$ cat config.mk
export PLATFORM = sky130hd
export DESIGN_NAME = external_wakeup_soft_interrupts
export DESIGN_NICKNAME = d
export VERILOG_FILES = /design/src/rtl/external_wakeup_soft_interrupts.v /design/src/rtl/pin_sync.v /design/src/rtl/ext_channel_detect.v
export VERILOG_INCLUDE_DIRS = /design/src /design/src/rtl
export SDC_FILE = /design/constraint.sdc
export NUM_CORES = 1
export LEC_CHECK = 0
export BUFFER_PORTS_ARGS = -buffer_cell sky130_fd_sc_hd__buf_2
export CAP_MARGIN = 10
export CORE_UTILIZATION = 40
export DETAILED_ROUTE_END_ITERATION = 7
export HOLD_SLACK_MARGIN = 0.12
export PLACE_DENSITY = 0.62
export SYNTH_ARGS = -nofsm -noshare
export SYNTH_HDL_FRONTEND = slang
export SYNTH_SLANG_ARGS = --single-unit
export TNS_END_PERCENT = 100
$ cat constraint.sdc
create_clock -name mclk -period 2.3 [get_ports mclk]
set_input_delay 0 -clock mclk [delete_from_list [all_inputs] [get_ports mclk]]
set_output_delay 0 -clock mclk [all_outputs]
set_load 0.05 [all_outputs]
$ cat src/rtl/ext_wake_regs.vh
`ifndef EXT_WAKE_REGS_VH
`define EXT_WAKE_REGS_VH

// register byte offsets on the wishbone slave
`define OFS_DETECT_LEVEL_CFG 8'h00
`define OFS_EXT_REQUEST_ENABLE 8'h04
`define OFS_EXT_REQUEST_FLAGS 8'h08
`define OFS_IRQ_LEVEL_CONTROL 8'h0c
`define OFS_WAKE_CONTROL 8'h10
`define OFS_WAKE_FLAG_REG 8'h14
`define OFS_DELAYED_REQUEST_REG 8'h18
`define OFS_XFER_STATUS 8'h1c

// channel counts and synchroniser width
`define NUM_EXT_CH 8
`define NUM_WAKE_CH 8
`define SYNC_WIDTH 17

// detection codes, two bits per channel
`define DET_LOW 2'h0
`define DET_HIGH 2'h1
`define DET_RISE 2'h2
`define DET_FALL 2'h3

// field positions
`define WAKE_FWD_EN_BIT 8
`define WAKE_FLAG_BIT 0
`define DELAYED_REQUEST_BIT 0
`define XFER_BUSY_BIT 0
`define XFER_CHAN_LSB 4

// reset values
`define RST_DETECT_LEVEL_CFG 16'h0000
`define RST_EXT_REQUEST_ENABLE 8'h00
`define RST_IRQ_LEVEL_CONTROL 8'h00
`define RST_WAKE_CONTROL 9'h000

`endif

$ cat src/rtl/external_wakeup_soft_interrupts.v
// Implementation choices: the address map and the Wishbone slave port.
`timescale 1ns/100ps
`include "ext_wake_regs.vh"

module external_wakeup_soft_interrupts (
  input wire mclk, // machine clock, always running
  input wire rst_n, // asynchronous reset, active low
  input wire wbCyc, // wishbone cycle
  input wire wbStb, // wishbone strobe
  input wire wbWe, // wishbone write enable
  input wire [7:0] wbAdr, // wishbone byte address
  input wire [3:0] wbSel, // wishbone byte selects
  input wire [31:0] wbDatIn, // wishbone write data
  output reg [31:0] wbDatOut, // wishbone read data
  output reg wbAck, // wishbone acknowledge
  input wire [7:0] extRequestPins, // external request pins
  input wire [7:0] wakePins_n, // wake pins, active low
  input wire hwStandbyPin_n, // hardware standby pin, active low
  input wire swStandby, // cpu is in a software standby mode
  output reg [7:0] extIrq, // handler request per channel
  output reg pinTransferRequest, // request to the intelligent io service
  output reg [2:0] pinTransferChan, // channel being transferred
  input wire transferDone, // one-cycle pulse, transfer finished
  output reg wakeIrq, // wake interrupt to the cpu
  output reg wakeupReq, // leave software standby
  output reg delayedIrq // task switching request
);

  // one-hot states of the transfer sequencer
  // hand is a one-cycle pause after a finished transfer
  localparam [2:0] ST_IDLE = 3'b001;
  localparam [2:0] ST_XFER = 3'b010;
  localparam [2:0] ST_HAND = 3'b100;

  // software visible registers
  reg [15:0] detectLevelCfg_r; // two bits per channel
  reg [7:0] extRequestEnable_r; // channel enables
  reg [7:0] extRequestFlags_r; // latched requests
  reg [7:0] extRequestFlags_nxt;
  reg [7:0] autoTransferSelect_r; // per-channel transfer select
  reg [8:0] wakeControl_r; // pin enables plus forwarding enable
  reg wakeFlag_r; // shared wake flag
  reg wakeFlag_nxt;
  reg delayedRequestBit_r; // software interrupt bit
  // sequencer bookkeeping
  reg [7:0] doneSeen_r; // transfer finished for this request
  reg [7:0] doneSeen_nxt;
  reg [2:0] state_r; // sequencer state
  reg [2:0] state_nxt;
  reg [2:0] chan_r; // channel held by the sequencer
  reg [2:0] chan_nxt;
  // combinational helpers, never stored
  reg setDone; // transfer of chan_r finished this cycle
  reg [31:0] readMux; // read data being selected

  // pin side nets
  wire [`SYNC_WIDTH-1:0] pinSync; // synchronised pins
  wire [7:0] extSync; // synchronised request pins
  wire [7:0] wakeSync_n; // synchronised wake pins
  wire hwStandbySync_n; // synchronised hardware standby
  wire [7:0] detectHit; // condition seen per channel
  wire [7:0] transferPend; // channels waiting for a transfer
  wire [7:0] wakeLow; // enabled wake pins held low
  // bus side nets
  wire busAccess; // a request is being acknowledged
  wire busWrite; // write takes effect this edge
  wire [7:0] regAdr; // word aligned address

  // all pins pass two flops before any logic reads them
  // the pins are asynchronous to mclk, so a raw level could go metastable
  // the price is two cycles of latency on every pin event
  pin_sync i_pin_sync (
    .mclk(mclk),
    .rst_n(rst_n),
    .pinIn({hwStandbyPin_n, wakePins_n, extRequestPins}),
    .rstLevel({`SYNC_WIDTH{1'b1}}),
    .pinSync(pinSync)
  );

  // the bus order is request pins, wake pins, then the standby pin
  assign extSync = pinSync[7:0];
  assign wakeSync_n = pinSync[15:8];
  assign hwStandbySync_n = pinSync[16];

  // one detector per channel, each with its own setting
  // a channel in transfer mode is told so, so it can refuse edge codes
  genvar gi;
  generate
    for (gi = 0; gi < `NUM_EXT_CH; gi = gi + 1) begin : gDet
      ext_channel_detect i_ext_channel_detect (
        .mclk(mclk),
        .rst_n(rst_n),
        .pinLevel(extSync[gi]),
        .detMode(detectLevelCfg_r[2*gi+1:2*gi]),
        .xferMode(autoTransferSelect_r[gi]),
        .hit(detectHit[gi])
      );
    end
  endgenerate

  // merge one byte lane of write data into a stored value
  function [7:0] laneMerge;
    input [7:0] oldVal;
    input [7:0] newVal;
    input laneSel;
    begin
      laneMerge = laneSel ? newVal : oldVal;
    end
  endfunction

  // lane-0 write strobe for one register word, shared by the write-clear flags
  function laneZeroWrite;
    input wr;
    input [7:0] adr;
    input [7:0] ofs;
    input sel0;
    begin
      laneZeroWrite = wr & (adr == ofs) & sel0;
    end
  endfunction

  // lowest numbered set bit, used to pick the next transfer
  // scanning downwards lets the last hit, the lowest index, win
  function [2:0] lowestSet;
    input [7:0] vec;
    integer k;
    begin
      lowestSet = 3'h0;
      for (k = 7; k >= 0; k = k - 1) begin
        if (vec[k]) begin
          lowestSet = k[2:0];
        end
      end
    end
  endfunction

  // classic wishbone: ack one cycle after the strobe, writes land on the ack edge
  // every access costs two cycles; the master must drop the strobe in between
  // bits 1:0 of the address are ignored, all registers are word wide
  assign busAccess = wbCyc & wbStb & ~wbAck;
  assign busWrite = wbCyc & wbStb & wbWe & wbAck;
  assign regAdr = {wbAdr[7:2], 2'h0};

  // read data selection, unmapped words read zero
  // a plain priority chain; the offsets never overlap so the order is free
  always @* begin
    readMux = 32'h0000_0000;
    if (regAdr == `OFS_DETECT_LEVEL_CFG) begin
      readMux = {16'h0000, detectLevelCfg_r};
    end else if (regAdr == `OFS_EXT_REQUEST_ENABLE) begin
      readMux = {24'h000000, extRequestEnable_r};
    end else if (regAdr == `OFS_EXT_REQUEST_FLAGS) begin
      readMux = {24'h000000, extRequestFlags_r};
    end else if (regAdr == `OFS_IRQ_LEVEL_CONTROL) begin
      readMux = {24'h000000, autoTransferSelect_r};
    end else if (regAdr == `OFS_WAKE_CONTROL) begin
      readMux = {23'h000000, wakeControl_r};
    end else if (regAdr == `OFS_WAKE_FLAG_REG) begin
      readMux = {31'h00000000, wakeFlag_r};
    end else if (regAdr == `OFS_DELAYED_REQUEST_REG) begin
      readMux = {31'h00000000, delayedRequestBit_r};
    end else if (regAdr == `OFS_XFER_STATUS) begin
      readMux = {25'h0000000, chan_r, 3'h0, state_r[1]};
    end
  end

  // bus handshake and read register
  // read data is captured on the accepting edge and held until the next access
  always @(posedge mclk or negedge rst_n) begin
    if (!rst_n) begin
      wbAck <= 1'b0;
      wbDatOut <= 32'h0000_0000;
    end else begin
      wbAck <= busAccess;
      if (busAccess) begin
        wbDatOut <= readMux;
      end
    end
  end

  // plain configuration registers
  // only byte lane 0 matters, except the high cfg byte and the wake forward bit
  always @(posedge mclk or negedge rst_n) begin
    if (!rst_n) begin
      detectLevelCfg_r <= `RST_DETECT_LEVEL_CFG;
      extRequestEnable_r <= `RST_EXT_REQUEST_ENABLE;
      autoTransferSelect_r <= `RST_IRQ_LEVEL_CONTROL;
      wakeControl_r <= `RST_WAKE_CONTROL;
      delayedRequestBit_r <= 1'b0;
    end else if (busWrite) begin
      if (regAdr == `OFS_DETECT_LEVEL_CFG) begin
        detectLevelCfg_r[7:0] <= laneMerge(detectLevelCfg_r[7:0], wbDatIn[7:0], wbSel[0]);
        detectLevelCfg_r[15:8] <= laneMerge(detectLevelCfg_r[15:8], wbDatIn[15:8], wbSel[1]);
      end else if (regAdr == `OFS_EXT_REQUEST_ENABLE) begin
        extRequestEnable_r <= laneMerge(extRequestEnable_r, wbDatIn[7:0], wbSel[0]);
      end else if (regAdr == `OFS_IRQ_LEVEL_CONTROL) begin
        autoTransferSelect_r <= laneMerge(autoTransferSelect_r, wbDatIn[7:0], wbSel[0]);
      end else if (regAdr == `OFS_WAKE_CONTROL) begin
        wakeControl_r[7:0] <= laneMerge(wakeControl_r[7:0], wbDatIn[7:0], wbSel[0]);
        if (wbSel[1]) begin
          wakeControl_r[`WAKE_FWD_EN_BIT] <= wbDatIn[`WAKE_FWD_EN_BIT];
        end
      end else if (regAdr == `OFS_DELAYED_REQUEST_REG) begin
        if (wbSel[0]) begin
          // one sets, zero clears; no other state touches this bit
          delayedRequestBit_r <= wbDatIn[`DELAYED_REQUEST_BIT];
        end
      end
    end
  end

  // request flags: writing zero clears a bit, a new hit in the same cycle wins
  always @* begin
    // hold by default
    extRequestFlags_nxt = extRequestFlags_r;
    // ones in the write data keep a flag, so a read-modify-write loses no event
    if (laneZeroWrite(busWrite, regAdr, `OFS_EXT_REQUEST_FLAGS, wbSel[0])) begin
      extRequestFlags_nxt = extRequestFlags_r & wbDatIn[7:0];
    end
    // edge hits stay latched; level hits simply set again while held
    extRequestFlags_nxt = extRequestFlags_nxt | detectHit;
  end

  // wake flag: any enabled pin held low sets the one shared flag
  assign wakeLow = ~wakeSync_n & wakeControl_r[7:0];
  always @* begin
    // hold by default
    wakeFlag_nxt = wakeFlag_r;
    // a pin still held low wins over the clear, so the flag stays set in that cycle
    if (laneZeroWrite(busWrite, regAdr, `OFS_WAKE_FLAG_REG, wbSel[0])) begin
      wakeFlag_nxt = wakeFlag_r & wbDatIn[`WAKE_FLAG_BIT];
    end
    wakeFlag_nxt = wakeFlag_nxt | (|wakeLow);
  end

  // transfer sequencer: one channel at a time, lowest number first
  // a fixed priority is simple, but a busy low channel can starve higher ones
  // pending means flagged, enabled, selected and not yet served
  assign transferPend = extRequestFlags_r & extRequestEnable_r & autoTransferSelect_r &
                        ~doneSeen_r;
  always @* begin
    state_nxt = state_r;
    chan_nxt = chan_r;
    setDone = 1'b0;
    case (state_r)
      ST_IDLE: begin
        // nothing owed: pick the lowest pending channel
        if (|transferPend) begin
          chan_nxt = lowestSet(transferPend);
          state_nxt = ST_XFER;
        end
      end
      ST_XFER: begin
        // the service owns the channel until it reports or the request goes away
        if (transferDone) begin
          setDone = 1'b1;
          state_nxt = ST_HAND;
        end else if (!transferPend[chan_r]) begin
          // request withdrawn by software; the service is told by the dropped request
          state_nxt = ST_IDLE;
        end
      end
      ST_HAND: begin
        // one cycle gap so the handler request settles before the next pick
        state_nxt = ST_IDLE;
      end
      default: begin
        // an illegal code falls back to idle rather than locking up
        state_nxt = ST_IDLE;
      end
    endcase
  end

  // finished marks follow their flag: a cleared flag forgets its transfer
  // without the mask a cleared and raised again request would skip its transfer
  always @* begin
    doneSeen_nxt = doneSeen_r;
    if (setDone) begin
      doneSeen_nxt[chan_r] = 1'b1;
    end
    doneSeen_nxt = doneSeen_nxt & extRequestFlags_nxt;
  end

  // state and flag registers
  // the flags live next to the sequencer so both move on one edge
  always @(posedge mclk or negedge rst_n) begin
    if (!rst_n) begin
      extRequestFlags_r <= 8'h00;
      wakeFlag_r <= 1'b0;
      doneSeen_r <= 8'h00;
      state_r <= ST_IDLE;
      chan_r <= 3'h0;
    end else begin
      extRequestFlags_r <= extRequestFlags_nxt;
      wakeFlag_r <= wakeFlag_nxt;
      doneSeen_r <= doneSeen_nxt;
      state_r <= state_nxt;
      chan_r <= chan_nxt;
    end
  end

  // registered outputs toward the cpu and the transfer service
  // every output is a flop, so cpu side timing never sees the decode logic
  always @(posedge mclk or negedge rst_n) begin
    if (!rst_n) begin
      extIrq <= 8'h00;
      pinTransferRequest <= 1'b0;
      pinTransferChan <= 3'h0;
      wakeIrq <= 1'b0;
      wakeupReq <= 1'b0;
      delayedIrq <= 1'b0;
    end else begin
      // direct channels go straight to the handler, others after their transfer
      extIrq <= extRequestFlags_r & extRequestEnable_r &
                (~autoTransferSelect_r | doneSeen_r);
      pinTransferRequest <= (state_nxt == ST_XFER);
      pinTransferChan <= chan_nxt;
      // the forward enable gates only the cpu side; the flag still records the wake
      wakeIrq <= wakeFlag_r & wakeControl_r[`WAKE_FWD_EN_BIT];
      // mclk keeps running in standby, so the flag is caught with the cpu stopped
      wakeupReq <= wakeFlag_r & wakeControl_r[`WAKE_FWD_EN_BIT] & swStandby &
                   hwStandbySync_n;
      // no enable stands in the way: the bit alone raises the request
      delayedIrq <= delayedRequestBit_r;
    end
  end

endmodule // external_wakeup_soft_interrupts

$ cat src/rtl/pin_sync.v
`timescale 1ns/100ps
`include "ext_wake_regs.vh"

// two-stage synchroniser for every pin that enters from outside mclk
module pin_sync (
  input wire mclk, // machine clock
  input wire rst_n, // asynchronous reset, active low
  input wire [`SYNC_WIDTH-1:0] pinIn, // raw pin levels
  input wire [`SYNC_WIDTH-1:0] rstLevel, // constant level the stages reset to
  output wire [`SYNC_WIDTH-1:0] pinSync // levels safe to use in mclk logic
);

  reg [`SYNC_WIDTH-1:0] meta_r; // first stage, read only by the second
  reg [`SYNC_WIDTH-1:0] sync_r; // second stage

  // reset values come from a tied constant so idle pins do not fire
  always @(posedge mclk or negedge rst_n) begin
    if (!rst_n) begin
      meta_r <= {`SYNC_WIDTH{1'b1}};
      sync_r <= {`SYNC_WIDTH{1'b1}};
    end else begin
      meta_r <= pinIn;
      sync_r <= meta_r;
    end
  end

  // rstLevel only masks nothing here; the inactive level of all pins is high
  assign pinSync = sync_r | (rstLevel & ~rstLevel);

endmodule // pin_sync

$ cat src/rtl/ext_channel_detect.v
`timescale 1ns/100ps
`include "ext_wake_regs.vh"

// condition detector for one external request channel
module ext_channel_detect (
  input wire mclk, // machine clock
  input wire rst_n, // asynchronous reset, active low
  input wire pinLevel, // synchronised pin level
  input wire [1:0] detMode, // selected condition
  input wire xferMode, // channel feeds the automatic transfer
  output reg hit // condition seen this cycle
);

  reg prev_r; // pin level one cycle back, for edges

  // previous level resets high so a high pin at release is no rising edge
  always @(posedge mclk or negedge rst_n) begin
    if (!rst_n) begin
      prev_r <= 1'b1;
    end else begin
      prev_r <= pinLevel;
    end
  end

  // edge codes are refused in transfer mode: a transfer wants a held level
  always @* begin
    hit = 1'b0;
    case (detMode)
      `DET_LOW: hit = ~pinLevel;
      `DET_HIGH: hit = pinLevel;
      `DET_RISE: hit = ~xferMode & pinLevel & ~prev_r;
      `DET_FALL: hit = ~xferMode & ~pinLevel & prev_r;
      default: hit = 1'b0;
    endcase
  end

endmodule // ext_channel_detect

== Word level (Yosys, flattened, before mapping) ==
Cells that the tools add are included.
Storage, ports and cells
  register bits: 152
  bits in latches: 0
  bits in writable memories: 0
  memory bits (read-only): 0
  input bits: 68
  output and inout bits: 48
  logic and storage cells: 209
  memories: 0
Operators by class
  add/sub/neg operators: 0
  $mul: 0
  divide/modulo/power cells: 0
  $lt $le $gt $ge: 2
  eq/ne operators: 34
  shift-type cells: 0
  muxes and demuxes: 37
  bitwise operators: 87
  reduce and logical (&&, ||, !) cells: 20
Operators with widths (number)
  32-bit two-way mux: 2
  8-bit bitwise AND: 7
  1-bit bitwise AND: 44
  3-bit two-way mux: 11
  2-bit equality test (second input constant): 16
  1-bit case mux with 4 select lines: 8
  1-bit inverter: 29
  9-bit two-way mux: 3
  6-bit by 3-bit equality test with 1-bit output (second input constant): 4
  8-bit inverter: 3
  8-bit OR: 3
  7-bit two-way mux: 3
  2-bit by 1-bit equality test with 1-bit output (second input constant): 8
  2-bit zero test: 8
  8-bit two-way mux: 2
  8-bit OR reduction: 2
  6-bit by 2-bit equality test with 1-bit output (second input constant): 2
  6-bit AND reduction: 2
  8-bit zero test: 1
  7-bit AND reduction: 1
  3-bit by 2-bit equality test with 1-bit output (second input constant): 2
  6-bit by 1-bit equality test with 1-bit output (second input constant): 1
  3-bit case mux with 2 select lines: 1
  3-bit AND reduction: 2
  other kinds (11): 15

== Longest topological paths before layout ==
Gate-level depths: netlist of run 1.
  depth in word-level cells: 11
  gate-level depth with buffers: 6
  gate-level depth less buffers: 4

== By module ==
Synthesis of run 1 repeated with hierarchy kept, for this count alone.
Unflattened totals
  cells, all modules: 481
  area total of the unflattened synthesis: 5846.9 µm²
Modules (own cells, without submodules)
  external_wakeup_soft_interrupts: times used 1, cells each 399, area each 4352.9 µm², seq. area each 2353.5 µm²
  pin_sync: times used 1, cells each 34, area each 893.4 µm², seq. area each 893.4 µm²
  ext_channel_detect: times used 8, cells each 6, area each 75.1 µm², seq. area each 26.3 µm²

== Worst setup path before layout of run 1 ==
Ideal clock, no wire load.
  path type: flip-flop to flip-flop
  start: reg wbAck
  end: reg extRequestEnable_r[0]
  library setup time: 125 ps
  arrival time: 1937 ps
  data required time: 2175 ps
  setup slack: 237 ps
  stages on the path, launching flop included: 7
  buffers on the path: 2
  clock period less this slack: 2063 ps
  cell sequence: dfrtp_1 and4_1 buf_2 nand3_2 or3_1 buf_6 mux2_4
Between the ends
  word-level cells in the longest chain between the ends: 2
RTL lines
  from (decl): RTL line external_wakeup_soft_interrupts.v:15  | output reg wbAck,
  from (signal assigned): RTL line external_wakeup_soft_interrupts.v:174  | wbAck <= busAccess;
  1-bit bitwise AND: RTL line external_wakeup_soft_interrupts.v:141  | assign busWrite = wbCyc & wbStb & wbWe & wbAck;
  4-bit AND reduction (no line)
  to (signal assigned): RTL line external_wakeup_soft_interrupts.v:186  | extRequestEnable_r <= `RST_EXT_REQUEST_ENABLE;
  to (signal assigned): RTL line external_wakeup_soft_interrupts.v:195  | extRequestEnable_r <= laneMerge(extRequestEnable_r, wbDatIn[7:0], wbSel[0]);
  to (decl): RTL line external_wakeup_soft_interrupts.v:37  | reg [7:0] extRequestEnable_r;
No other way between the ends.
A chain may end at the register's enable or synchronous reset.

== Final worst setup path of run 1 ==
  start: in wbAdr[6]
  end: reg detectLevelCfg_r[9]
Between the ends
  word-level cells in the longest chain between the ends: 2
RTL lines
  from (decl): RTL line external_wakeup_soft_interrupts.v:11  | input wire [7:0] wbAdr,
  8-bit zero test (no line)
  3-bit AND reduction (no line)
  to (signal assigned): RTL line external_wakeup_soft_interrupts.v:185  | detectLevelCfg_r <= `RST_DETECT_LEVEL_CFG;
  to (signal assigned): RTL line external_wakeup_soft_interrupts.v:193  | detectLevelCfg_r[15:8] <= laneMerge(detectLevelCfg_r[15:8], wbDatIn[15:8], wbSel[1]);
  to (decl): RTL line external_wakeup_soft_interrupts.v:36  | reg [15:0] detectLevelCfg_r;
No other way between the ends.

==> results of run 1 <==
-- placed cells by master, fill, tap and decap left out, types with 8 or more instances in the layout --
cell type,Yosys,final
mux2_4,8,8
mux2i_1,8,8
nand3b_1,8,8
conb_1,1,16
dfstp_2,43,43
inv_1,23,23
nor2b_1,15,15
dlygate4sd3_1,0,50
o21ai_0,23,23
buf_2,3,78
mux2_2,36,36
nand4b_1,8,8
nand2b_1,17,17
nand2_1,40,40
dfrtp_1,93,93
clkbuf_16,0,17
nand3_1,9,9
a21oi_1,22,22
buf_4,17,10
-- layer usage --
layer	up-vias	global-route usage	share of wire
met4	2	0.0821	0.016
met1	2101	0.259	0.42
met2	141	0.328	0.50
li1	1965	-	-
met3	23	0.0586	0.059
met5	-	0	0.00056
-- worst max path at each step --
stage                     cells after the start  slack [ns]             from                                 to
after detailed placement                      5        0.43         wbAdr[4]            doneSeen_r[1]$_DFF_PN0_
after floorplan                               6        0.24  wbAck$_DFF_PN0_  extRequestEnable_r[0]$_DFFE_PN0P_
final                                         9        0.09         wbAdr[6]    detectLevelCfg_r[9]$_DFFE_PN0P_
after global placement                        5        0.47         wbAdr[4]            doneSeen_r[0]$_DFF_PN0_
after CTS                                     8        0.09         wbAdr[6]   detectLevelCfg_r[15]$_DFFE_PN0P_
after global routing                          9        0.02         wbAdr[6]   detectLevelCfg_r[13]$_DFFE_PN0P_
-- where the power goes --
part / switching [mW] / internal, mW / total [mW]
Combinational: 0.237 / 0.140 / 0.377
Clock: 0.955 / 1.56 / 2.52
Sequential: 0.0246 / 2.47 / 2.50
Total: 1.22 / 4.18 / 5.39
-- flip-flops by register name, indices dropped and copies added, names as in the netlist --
name / cells
doneSeen_r: 8
state_r: 3
wbAck: 1
delayedRequestBit_r: 1
i_pin_sync.meta_r: 17
detectLevelCfg_r: 16
wakeFlag_r: 1
wakeupReq: 1
gDet.i_ext_channel_detect.prev_r: 8
wakeControl_r: 9
extIrq: 8
pinTransferChan: 3
autoTransferSelect_r: 8
i_pin_sync.sync_r: 17
delayedIrq: 1
extRequestFlags_r: 8
wbDatOut: 16
extRequestEnable_r: 8
pinTransferRequest: 1
wakeIrq: 1
-- cell type report --
| class | count | area [um^2] | area share |
|---|---|---|---|
| Clock buffer | 27 | 493 | 0.0655 |
| Timing Repair Buffer | 141 | 1020 | 0.135 |
| Tap cell | 180 | 225 | 0.0299 |
| Clock inverter | 5 | 50.0 | 0.00665 |
| Multi-Input combinational cell | 297 | 2200 | 0.292 |
| Inverter | 24 | 90.1 | 0.0120 |
| Sequential cell | 136 | 3460 | 0.459 |
-- critical path: stages --
cell,delay [ns]
dlygate4sd3_1,0.53
buf_2,0.15
nor4_4,0.20
buf_4,0.19
and2_1,0.19
buf_4,0.21
nand3_4,0.16
mux2_2,0.31
dlygate4sd3_1,0.56
-- stage by stage --
stage                     cells  area, um^2  setup slack, ns   util
after CTS                   809        7520           0.0874  0.534
after global placement      726        6460            0.468  0.458
after detailed placement    726        6460            0.432  0.458
after floorplan             485        5930            0.237      -
final                       810        7530           0.0896  0.534
after global routing        810        7530           0.0241  0.534
-- cell families after synthesis --
family                 after synthesis  synth area share
other                                1          0.000639
DFF                                136             0.589
AOI/OAI and AO/OA                   92             0.101
buffers and inverters               52            0.0460
muxes                               58             0.126
and+or+nand+nor                    131             0.137
-- timing repair --
item / in CTS / in global routing
resized for setup: 0 / 0
endpoints found under the hold margin: 191 / 0
buffers inserted: 0 / 1
hold buffers: 51 / 0
endpoints found under the setup margin: 0 / 1
==> run_results.csv, run 1 <==
group,metric,value,unit
job,drv_cap,0,
global_route,grt_pass1_vias,4130,
timing,clock_skew,0.00691,ns
hold_path,hold_path_end,"wbDatOut[11]$_DFFE_PN0P_",
synth,syn_avg_cell_area,12.5,um^2
worst_setup_path,worstPathArrival,2.51,ns
global_route,grt_first_pass_wirelength,22200,um
clock_tree,worstSkewPairLatency,0.42,ns
timing,hold_ws,0.144,ns
place,gp_congestion,0.815,
synth,synth.distinct_cells,52,
hold_path,hold_start,"wbCyc",
place,dpl.hpwl,9550,um
detailed_routing,firstDrtPassIters,4,
worst_setup_path,start_kind,"input port",
die,ios,116,
synth,synth_top_area_cell,"dfrtp_1",
place,port_buffers,79,
cells_and_area,layout.nets,685,
synth,ys_seq_area_frac,0.589,
hold_path,hold_class,"input port to register",
worst_setup_path,crit_path_end_kind,"register",
synth,synth.cell_area,5870,um^2
timing,hold_viol,0,
worst_setup_path,crit_type,"input port to register",
die,die-area,15200,um^2
die,fp.dieW,123,um
clock_tree,cts_buffers,17,
die,rows,43,
detailed_routing,via_per_inst,5.22,
clock_tree,root_buffer,"clkbuf_16",
global_route,grt_antenna_before_repair,1,
detailed_routing,route.vias.total,4232,
global_route,grt_max_degree,56,
cells_and_area,n_antenna_cell,0,
worst_setup_path,rrSetupSlack,0.36,ns
detailed_routing,ant_nets,0,
clock_tree,clockBufferDepth,2,
synth,synthTopCellsByCount,"dfrtp_1 (93), dfstp_2 (43), nand2_1 (40)",
timing,fin_tns_setup,0,ns
pwr,leakage,3.53,nW
cells_and_area,nFillCells,1215,
synth,yosysMostFrequentCell,"dfrtp_1",
die,die_h,123,um
synth,synth_top_area_frac,0.397,
timing,fin_crit_sh,0.961,
timing,finalCriticalPeriod,2.21,ns
worst_setup_path,ff2ff_path_depth,5,
timing,grt_setup_unrepaired,"no",
global_route,gr-total-overflow,0,
clock_tree,cts_tree,"built",
synth,synth_edf_count,0,
cells_and_area,layout-drive-gt1-share,0.343,
die,coreArea,14100,um^2
worst_setup_path,crit_required,2.60,ns
detailed_routing,drt-initial-drc-count,222,
cells_and_area,areaGrowthSynthToFinish,28.3,%
timing,worst_pin_slew,0.626,ns
synth,synth_area_leaders,"dfrtp_1 (40%), dfstp_2 (19%), mux2_2 (6.9%)",
timing,relSlewSlack,0.583,
timing,setup_viol,0,
worst_setup_path,cp_max_fo,9,
synth,syn_inst,470,
pwr,total_power,5.39,mW
worst_setup_path,r2r-end,"detectLevelCfg_r[9]$_DFFE_PN0P_",
synth,ys_async_sr_fraction,1.00,
clock_tree,htreeDepth,4,
worst_setup_path,r2r-start,"wbAck$_DFF_PN0_",
clock_tree,clk_pin_slew,0.05,ns
detailed_routing,drc,0,
synth,synthFlopType,"dfrtp_1",
pwr,max-vdd-ir-drop,0.000526,V
clock_tree,clock_sinks,136,
detailed_routing,wl_per_cell,17.6,um
pwr,power_density,716,nW/um^2
detailed_routing,drt_wl_total,14300,um
outcome,status,"complete, no violations",
timing,fmaxAchievable,452,MHz
die,initial_core_util,0.416,
synth,ys_ff_latch,136,
global_route,grt.total_usage,0.204,
timing,drv_slew,0,
synth,synth_warnings,0,
hold_path,hold_depth,5,
(Power assumes the default switching activity.)
==> run 2: changes to the inputs <==
- PLACE_DENSITY: 0.62 -> 0.61
==> run_results.csv, run 2 (same netlist as run 1, synthesis figures left out) <==
group,metric,value,unit
outcome,status,"complete, no violations",
timing,hold_ws,0.144,ns
global_route,grt.total_usage,0.205,
timing,fin_crit_sh,0.964,
die,die_h,123,um
clock_tree,worstSkewPairLatency,0.43,ns
clock_tree,root_buffer,"clkbuf_16",
place,dpl.hpwl,9780,um
detailed_routing,firstDrtPassIters,4,
pwr,leakage,3.56,nW
detailed_routing,route.vias.total,4237,
global_route,grt_pass1_vias,4250,
die,coreArea,14100,um^2
global_route,grt_first_pass_wirelength,22500,um
detailed_routing,wl_per_cell,17.6,um
global_route,gr-total-overflow,0,
detailed_routing,drt-initial-drc-count,233,
timing,drv_slew,0,
timing,clock_skew,0.0188,ns
die,rows,43,
hold_path,hold_class,"input port to register",
timing,finalCriticalPeriod,2.22,ns
timing,setup_viol,0,
clock_tree,cts_buffers,17,
die,die-area,15200,um^2
cells_and_area,fin_cells,811,
cells_and_area,layout-drive-gt1-share,0.353,
worst_setup_path,slowest_stage,"dlygate4sd3_1",
place,dpl-instance-area,6480,um^2
cells_and_area,regArea,3460,um^2
place,port_buffers,79,
clock_tree,htreeDepth,4,
global_route,grt_antenna_before_repair,0,
cells_and_area,final_cell_mix,"dfrtp_1 (93), buf_2 (78), dlygate4sd3_1 (49)",
timing,grt_setup_unrepaired,"no",
cells_and_area,post-route-util,0.540,
timing,worst_slack,0.0825,ns
detailed_routing,drc,0,
cells_and_area,multi_input_area,2200,um^2
die,initial_core_util,0.416,
detailed_routing,ant_nets,0,
clock_tree,postCtsSetupBuffers,0,
worst_setup_path,path_cells,"dlygate4sd3_1 > buf_2 > nor2_1 > and2_1 > buf_4 > nand3_4 > mux2_2 > dlygate4sd3_1",
worst_setup_path,cpMostUsedCell,"dlygate4sd3_1",
worst_setup_path,cp_max_fo,9,
clock_tree,clk_pin_slew,0.06,ns
global_route,grt_max_degree,49,
timing,fin_tns_setup,0,ns
worst_setup_path,crit_path_end_kind,"register",
timing,relSlewSlack,0.597,
worst_setup_path,worstPathArrival,2.51,ns
place,gp_congestion,0.797,
timing,hold_viol,0,
cells_and_area,finish.instance_area,7610,um^2
cells_and_area,areaGrowthSynthToFinish,29.7,%
die,ios,116,
cells_and_area,final_common_cell,"dfrtp_1",
place,place_ws,0.355,ns
cells_and_area,nFillCells,1219,
worst_setup_path,worst_path_largest_cell_delay,0.56,ns
pwr,max-vdd-ir-drop,0.000525,V
die,fp.dieW,123,um
worst_setup_path,crit_type,"input port to register",
pwr,power_density,751,nW/um^2
cells_and_area,n_antenna_cell,0,
worst_setup_path,start_kind,"input port",
pwr,total_power,5.72,mW
cells_and_area,layout.nets,686,
job,drv_cap,0,
detailed_routing,via_per_inst,5.22,
timing,fmaxAchievable,451,MHz
clock_tree,clockBufferDepth,2,
detailed_routing,drt_wl_total,14300,um
place,dp.cells,729,
worst_setup_path,crit_required,2.59,ns
timing,worst_pin_slew,0.602,ns
clock_tree,clock_sinks,136,
clock_tree,cts_tree,"built",
cells_and_area,reg.largest.list,"i_pin_sync.meta_r x17, i_pin_sync.sync_r x17",
[run 2: cell count changes in the layout (fill, tap and decap cells not counted), sizes merged]
cell,delta
clkbuf,-7
bufinv,+3
clkinvlp,+3
buf,+2
clkinv,+1
dlygate4sd3,-1
[run 2: final timing paths]
path / slack [ns] / end / cells past startpoint / from
hold / removal: 0.14 / wbDatOut[15]$_DFFE_PN0P_ / 5 / wbCyc
setup / recovery: 0.08 / detectLevelCfg_r[9]$_DFFE_PN0P_ / 8 / wbAdr[2]
min in group asynchronous: 0.26 / i_pin_sync.meta_r[7]$_DFF_PN1_ / 2 / rst_n
setup reg to reg: 0.25 / detectLevelCfg_r[9]$_DFFE_PN0P_ / 5 / wbAck$_DFF_PN0_
hold reg to reg: 0.35 / i_pin_sync.sync_r[15]$_DFF_PN1_ / 0 / i_pin_sync.meta_r[15]$_DFF_PN1_
max in group asynchronous: 1.64 / gDet[1].i_ext_channel_detect.prev_r$_DFF_PN1_ / 3 / rst_n
[run 2: layout make-up]
| type | count | area share |
|---|---|---|
| Inverter | 24 | 0.0118 |
| Sequential cell | 136 | 0.454 |
| Timing Repair Buffer | 142 | 0.134 |
| Clock inverter | 12 | 0.0230 |
| Tap cell | 180 | 0.0296 |
| Multi-Input combinational cell | 297 | 0.289 |
| Clock buffer | 20 | 0.0587 |
[run 2: power by group]
| part | leakage [nW] | total (mW) | internal [mW] | switching (mW) |
|---|---|---|---|---|
| Sequential | 1.70 | 2.50 | 2.47 | 0.0247 |
| Combinational | 1.56 | 0.382 | 0.143 | 0.240 |
| Clock | 0.296 | 2.84 | 1.84 | 1.00 |
| Total | 3.56 | 5.72 | 4.45 | 1.27 |
[run 2: routing by layer]
layer	wire [um]	track usage	vias to the layer above
met5	0	0	-
met4	348	0.0858	0
met3	705	0.0540	30
met2	7090	0.328	140
met1	6150	0.265	2096
li1	-	-	1971
[run 2: worst max-delay path, delay by kind of cell]
kind | cells | cell delay, ns
simple gates | 3 | 0.69
mux | 1 | 0.32
buf+inv | 4 | 1.49
[run 2: timing repair]
item / in CTS / in global routing
hold buffers: 50 / 0
setup endpoints to repair: 0 / 0
gates resized for setup: 0 / 0
hold endpoints to repair: 196 / 0
==> run 3: changes to the inputs <==
- CORE_UTILIZATION: 40 -> 50
- PLACE_DENSITY: 0.61 -> 0.76
- clock period: 2.3 -> 1.8 ns (I/O delays scaled with it)
==> run_results.csv, run 3 (same netlist as run 1, synthesis figures left out) <==
group,metric,value,unit
outcome,status,"complete, no violations",
clock_tree,cts_tree,"built",
global_route,grt.total_usage,0.255,
timing,fin_crit_sh,0.972,
pwr,total_power,7.32,mW
detailed_routing,met1Wirelength,5920,um
global_route,grt_first_pass_wirelength,22400,um
timing,drv_slew,0,
cells_and_area,areaGrowthSynthToFinish,30.1,%
pwr,p_sw_frac,0.226,
clock_tree,root_buffer,"clkbuf_16",
global_route,gr-total-overflow,0,
clock_tree,clk_pin_slew,0.06,ns
pwr,max-vdd-ir-drop,0.00131,V
place,gp_congestion,0.867,
timing,setup_viol,0,
die,coreArea,11400,um^2
detailed_routing,wl_per_cell,17.9,um
place,port_buffers,79,
die,fp.dieW,110,um
pwr,power.internal,5.67,mW
cells_and_area,layout-drive-gt1-share,0.380,
detailed_routing,dr_wl_met2,6980,um
cells_and_area,final_common_cell,"dfrtp_1",
timing,hold_viol,0,
detailed_routing,route.vias.total,4350,
worst_setup_path,worstPathArrival,2.05,ns
timing,worst_slack,0.0500,ns
cells_and_area,layout.nets,695,
worst_setup_path,crit_path_end_kind,"register",
place,dpl.hpwl,9590,um
clock_tree,cts_buffers,17,
die,ios,116,
detailed_routing,firstDrtPassIters,5,
clock_tree,clock_sinks,136,
die,rows,39,
clock_tree,htreeDepth,4,
place,place_ws,0.0807,ns
worst_setup_path,crit_type,"register to register",
cells_and_area,final_cell_mix,"dfrtp_1 (92), buf_2 (78), dfstp_2 (43)",
global_route,grt_pass1_vias,4340,
timing,fin_tns_setup,0,ns
pwr,p_sw,1.65,mW
cells_and_area,n_antenna_cell,0,
detailed_routing,via_per_inst,5.56,
detailed_routing,wl_met3,836,um
clock_tree,worstSkewPairLatency,0.42,ns
global_route,grt_antenna_before_repair,0,
hold_path,hold_class,"input port to register",
pwr,power_frac_comb,0.067,
detailed_routing,ant_nets,0,
die,initial_core_util,0.514,
clock_tree,clockBufferDepth,2,
pwr,pwr-share-clk,0.497,
worst_setup_path,cp_max_fo,5,
timing,clock_skew,0.00739,ns
die,die_h,110,um
pwr,leakage,3.59,nW
pwr,seq_power_share,0.436,
job,drv_cap,0,
detailed_routing,drc,0,
timing,fmaxAchievable,571,MHz
detailed_routing,drt-initial-drc-count,252,
timing,grt_setup_unrepaired,"no",
pwr,power_density,958,nW/um^2
die,die-area,12200,um^2
worst_setup_path,crit_required,2.10,ns
timing,finalCriticalPeriod,1.75,ns
worst_setup_path,start_kind,"register",
cells_and_area,reg.largest.list,"i_pin_sync.meta_r x17, i_pin_sync.sync_r x17",
detailed_routing,drt_wl_total,14000,um
detailed_routing,highest_layer,"met4",
global_route,grt_max_degree,53,
run 3: critical path, stage by stage (launching register included):
cell and delay (ns):
dfrtp_2 0.36, and4_1 0.29, nand3_2 0.11, or3_1 0.37
buf_4 0.19, mux2_4 0.30
run 3: worst paths after layout:
kind / from / endpoint / slack [ns] / cells after the start
max: wbAck$_DFF_PN0_ / extRequestEnable_r[1]$_DFFE_PN0P_ / 0.05 / 5
min in group asynchronous: rst_n / i_pin_sync.sync_r[5]$_DFF_PN1_ / 0.23 / 2
min: wbAdr[4] / wakeFlag_r$_DFF_PN0_ / 0.19 / 4
max in group asynchronous: rst_n / i_pin_sync.sync_r[8]$_DFF_PN1_ / 1.23 / 3
min reg2reg: i_pin_sync.meta_r[11]$_DFF_PN1_ / i_pin_sync.sync_r[11]$_DFF_PN1_ / 0.35 / 0
max reg2reg: wbAck$_DFF_PN0_ / extRequestEnable_r[1]$_DFFE_PN0P_ / 0.05 / 5
run 3: layer usage:
metal / vias to the layer above / global-route usage
met2: 178 / 0.416
met3: 28 / 0.0747
li1: 1980 / -
met4: 0 / 0.0940
met5: - / 0
met1: 2164 / 0.323
run 3: timing repair:
action | in CTS | in global routing
hold buffers | 42 | 0
hold endpoints to repair | 184 | 0
endpoints found under the setup margin | 0 | 1
gates resized for setup | 0 | 1
buffers inserted | 0 | 1
run 3: cell type report:
cell class                 instances  area [um^2]
fill                             825         3780
sequential                       136         3460
multi-input combinational        297         2200
timing repair buffer             151         1080
clock buffer                      18          429
clock inverter                    14          199
tap                              143          179
inverter                          24         90.1
run 3: metrics by stage:
step,hold WS [ns],util,area [um^2],std cells
finish,0.190,0.669,7640,783
global route,0.208,0.669,7640,783
CTS,0.141,0.668,7620,782
floorplan,-0.296,-,5930,485
global placement,0.00437,0.575,6570,708
detailed placement,0.0176,0.575,6570,708
run 3: power groups by stage:
| stage | logic [mW] | registers (mW) | clock network [mW] |
|---|---|---|---|
| floorplan | 0.217 | 3.26 | 0 |
| global placement | 0.405 | 3.24 | 0 |
| detailed placement | 0.413 | 3.24 | 0 |
| CTS | 0.492 | 3.19 | 3.70 |
| global route | 0.536 | 3.20 | 3.84 |
| finish | 0.491 | 3.19 | 3.64 |
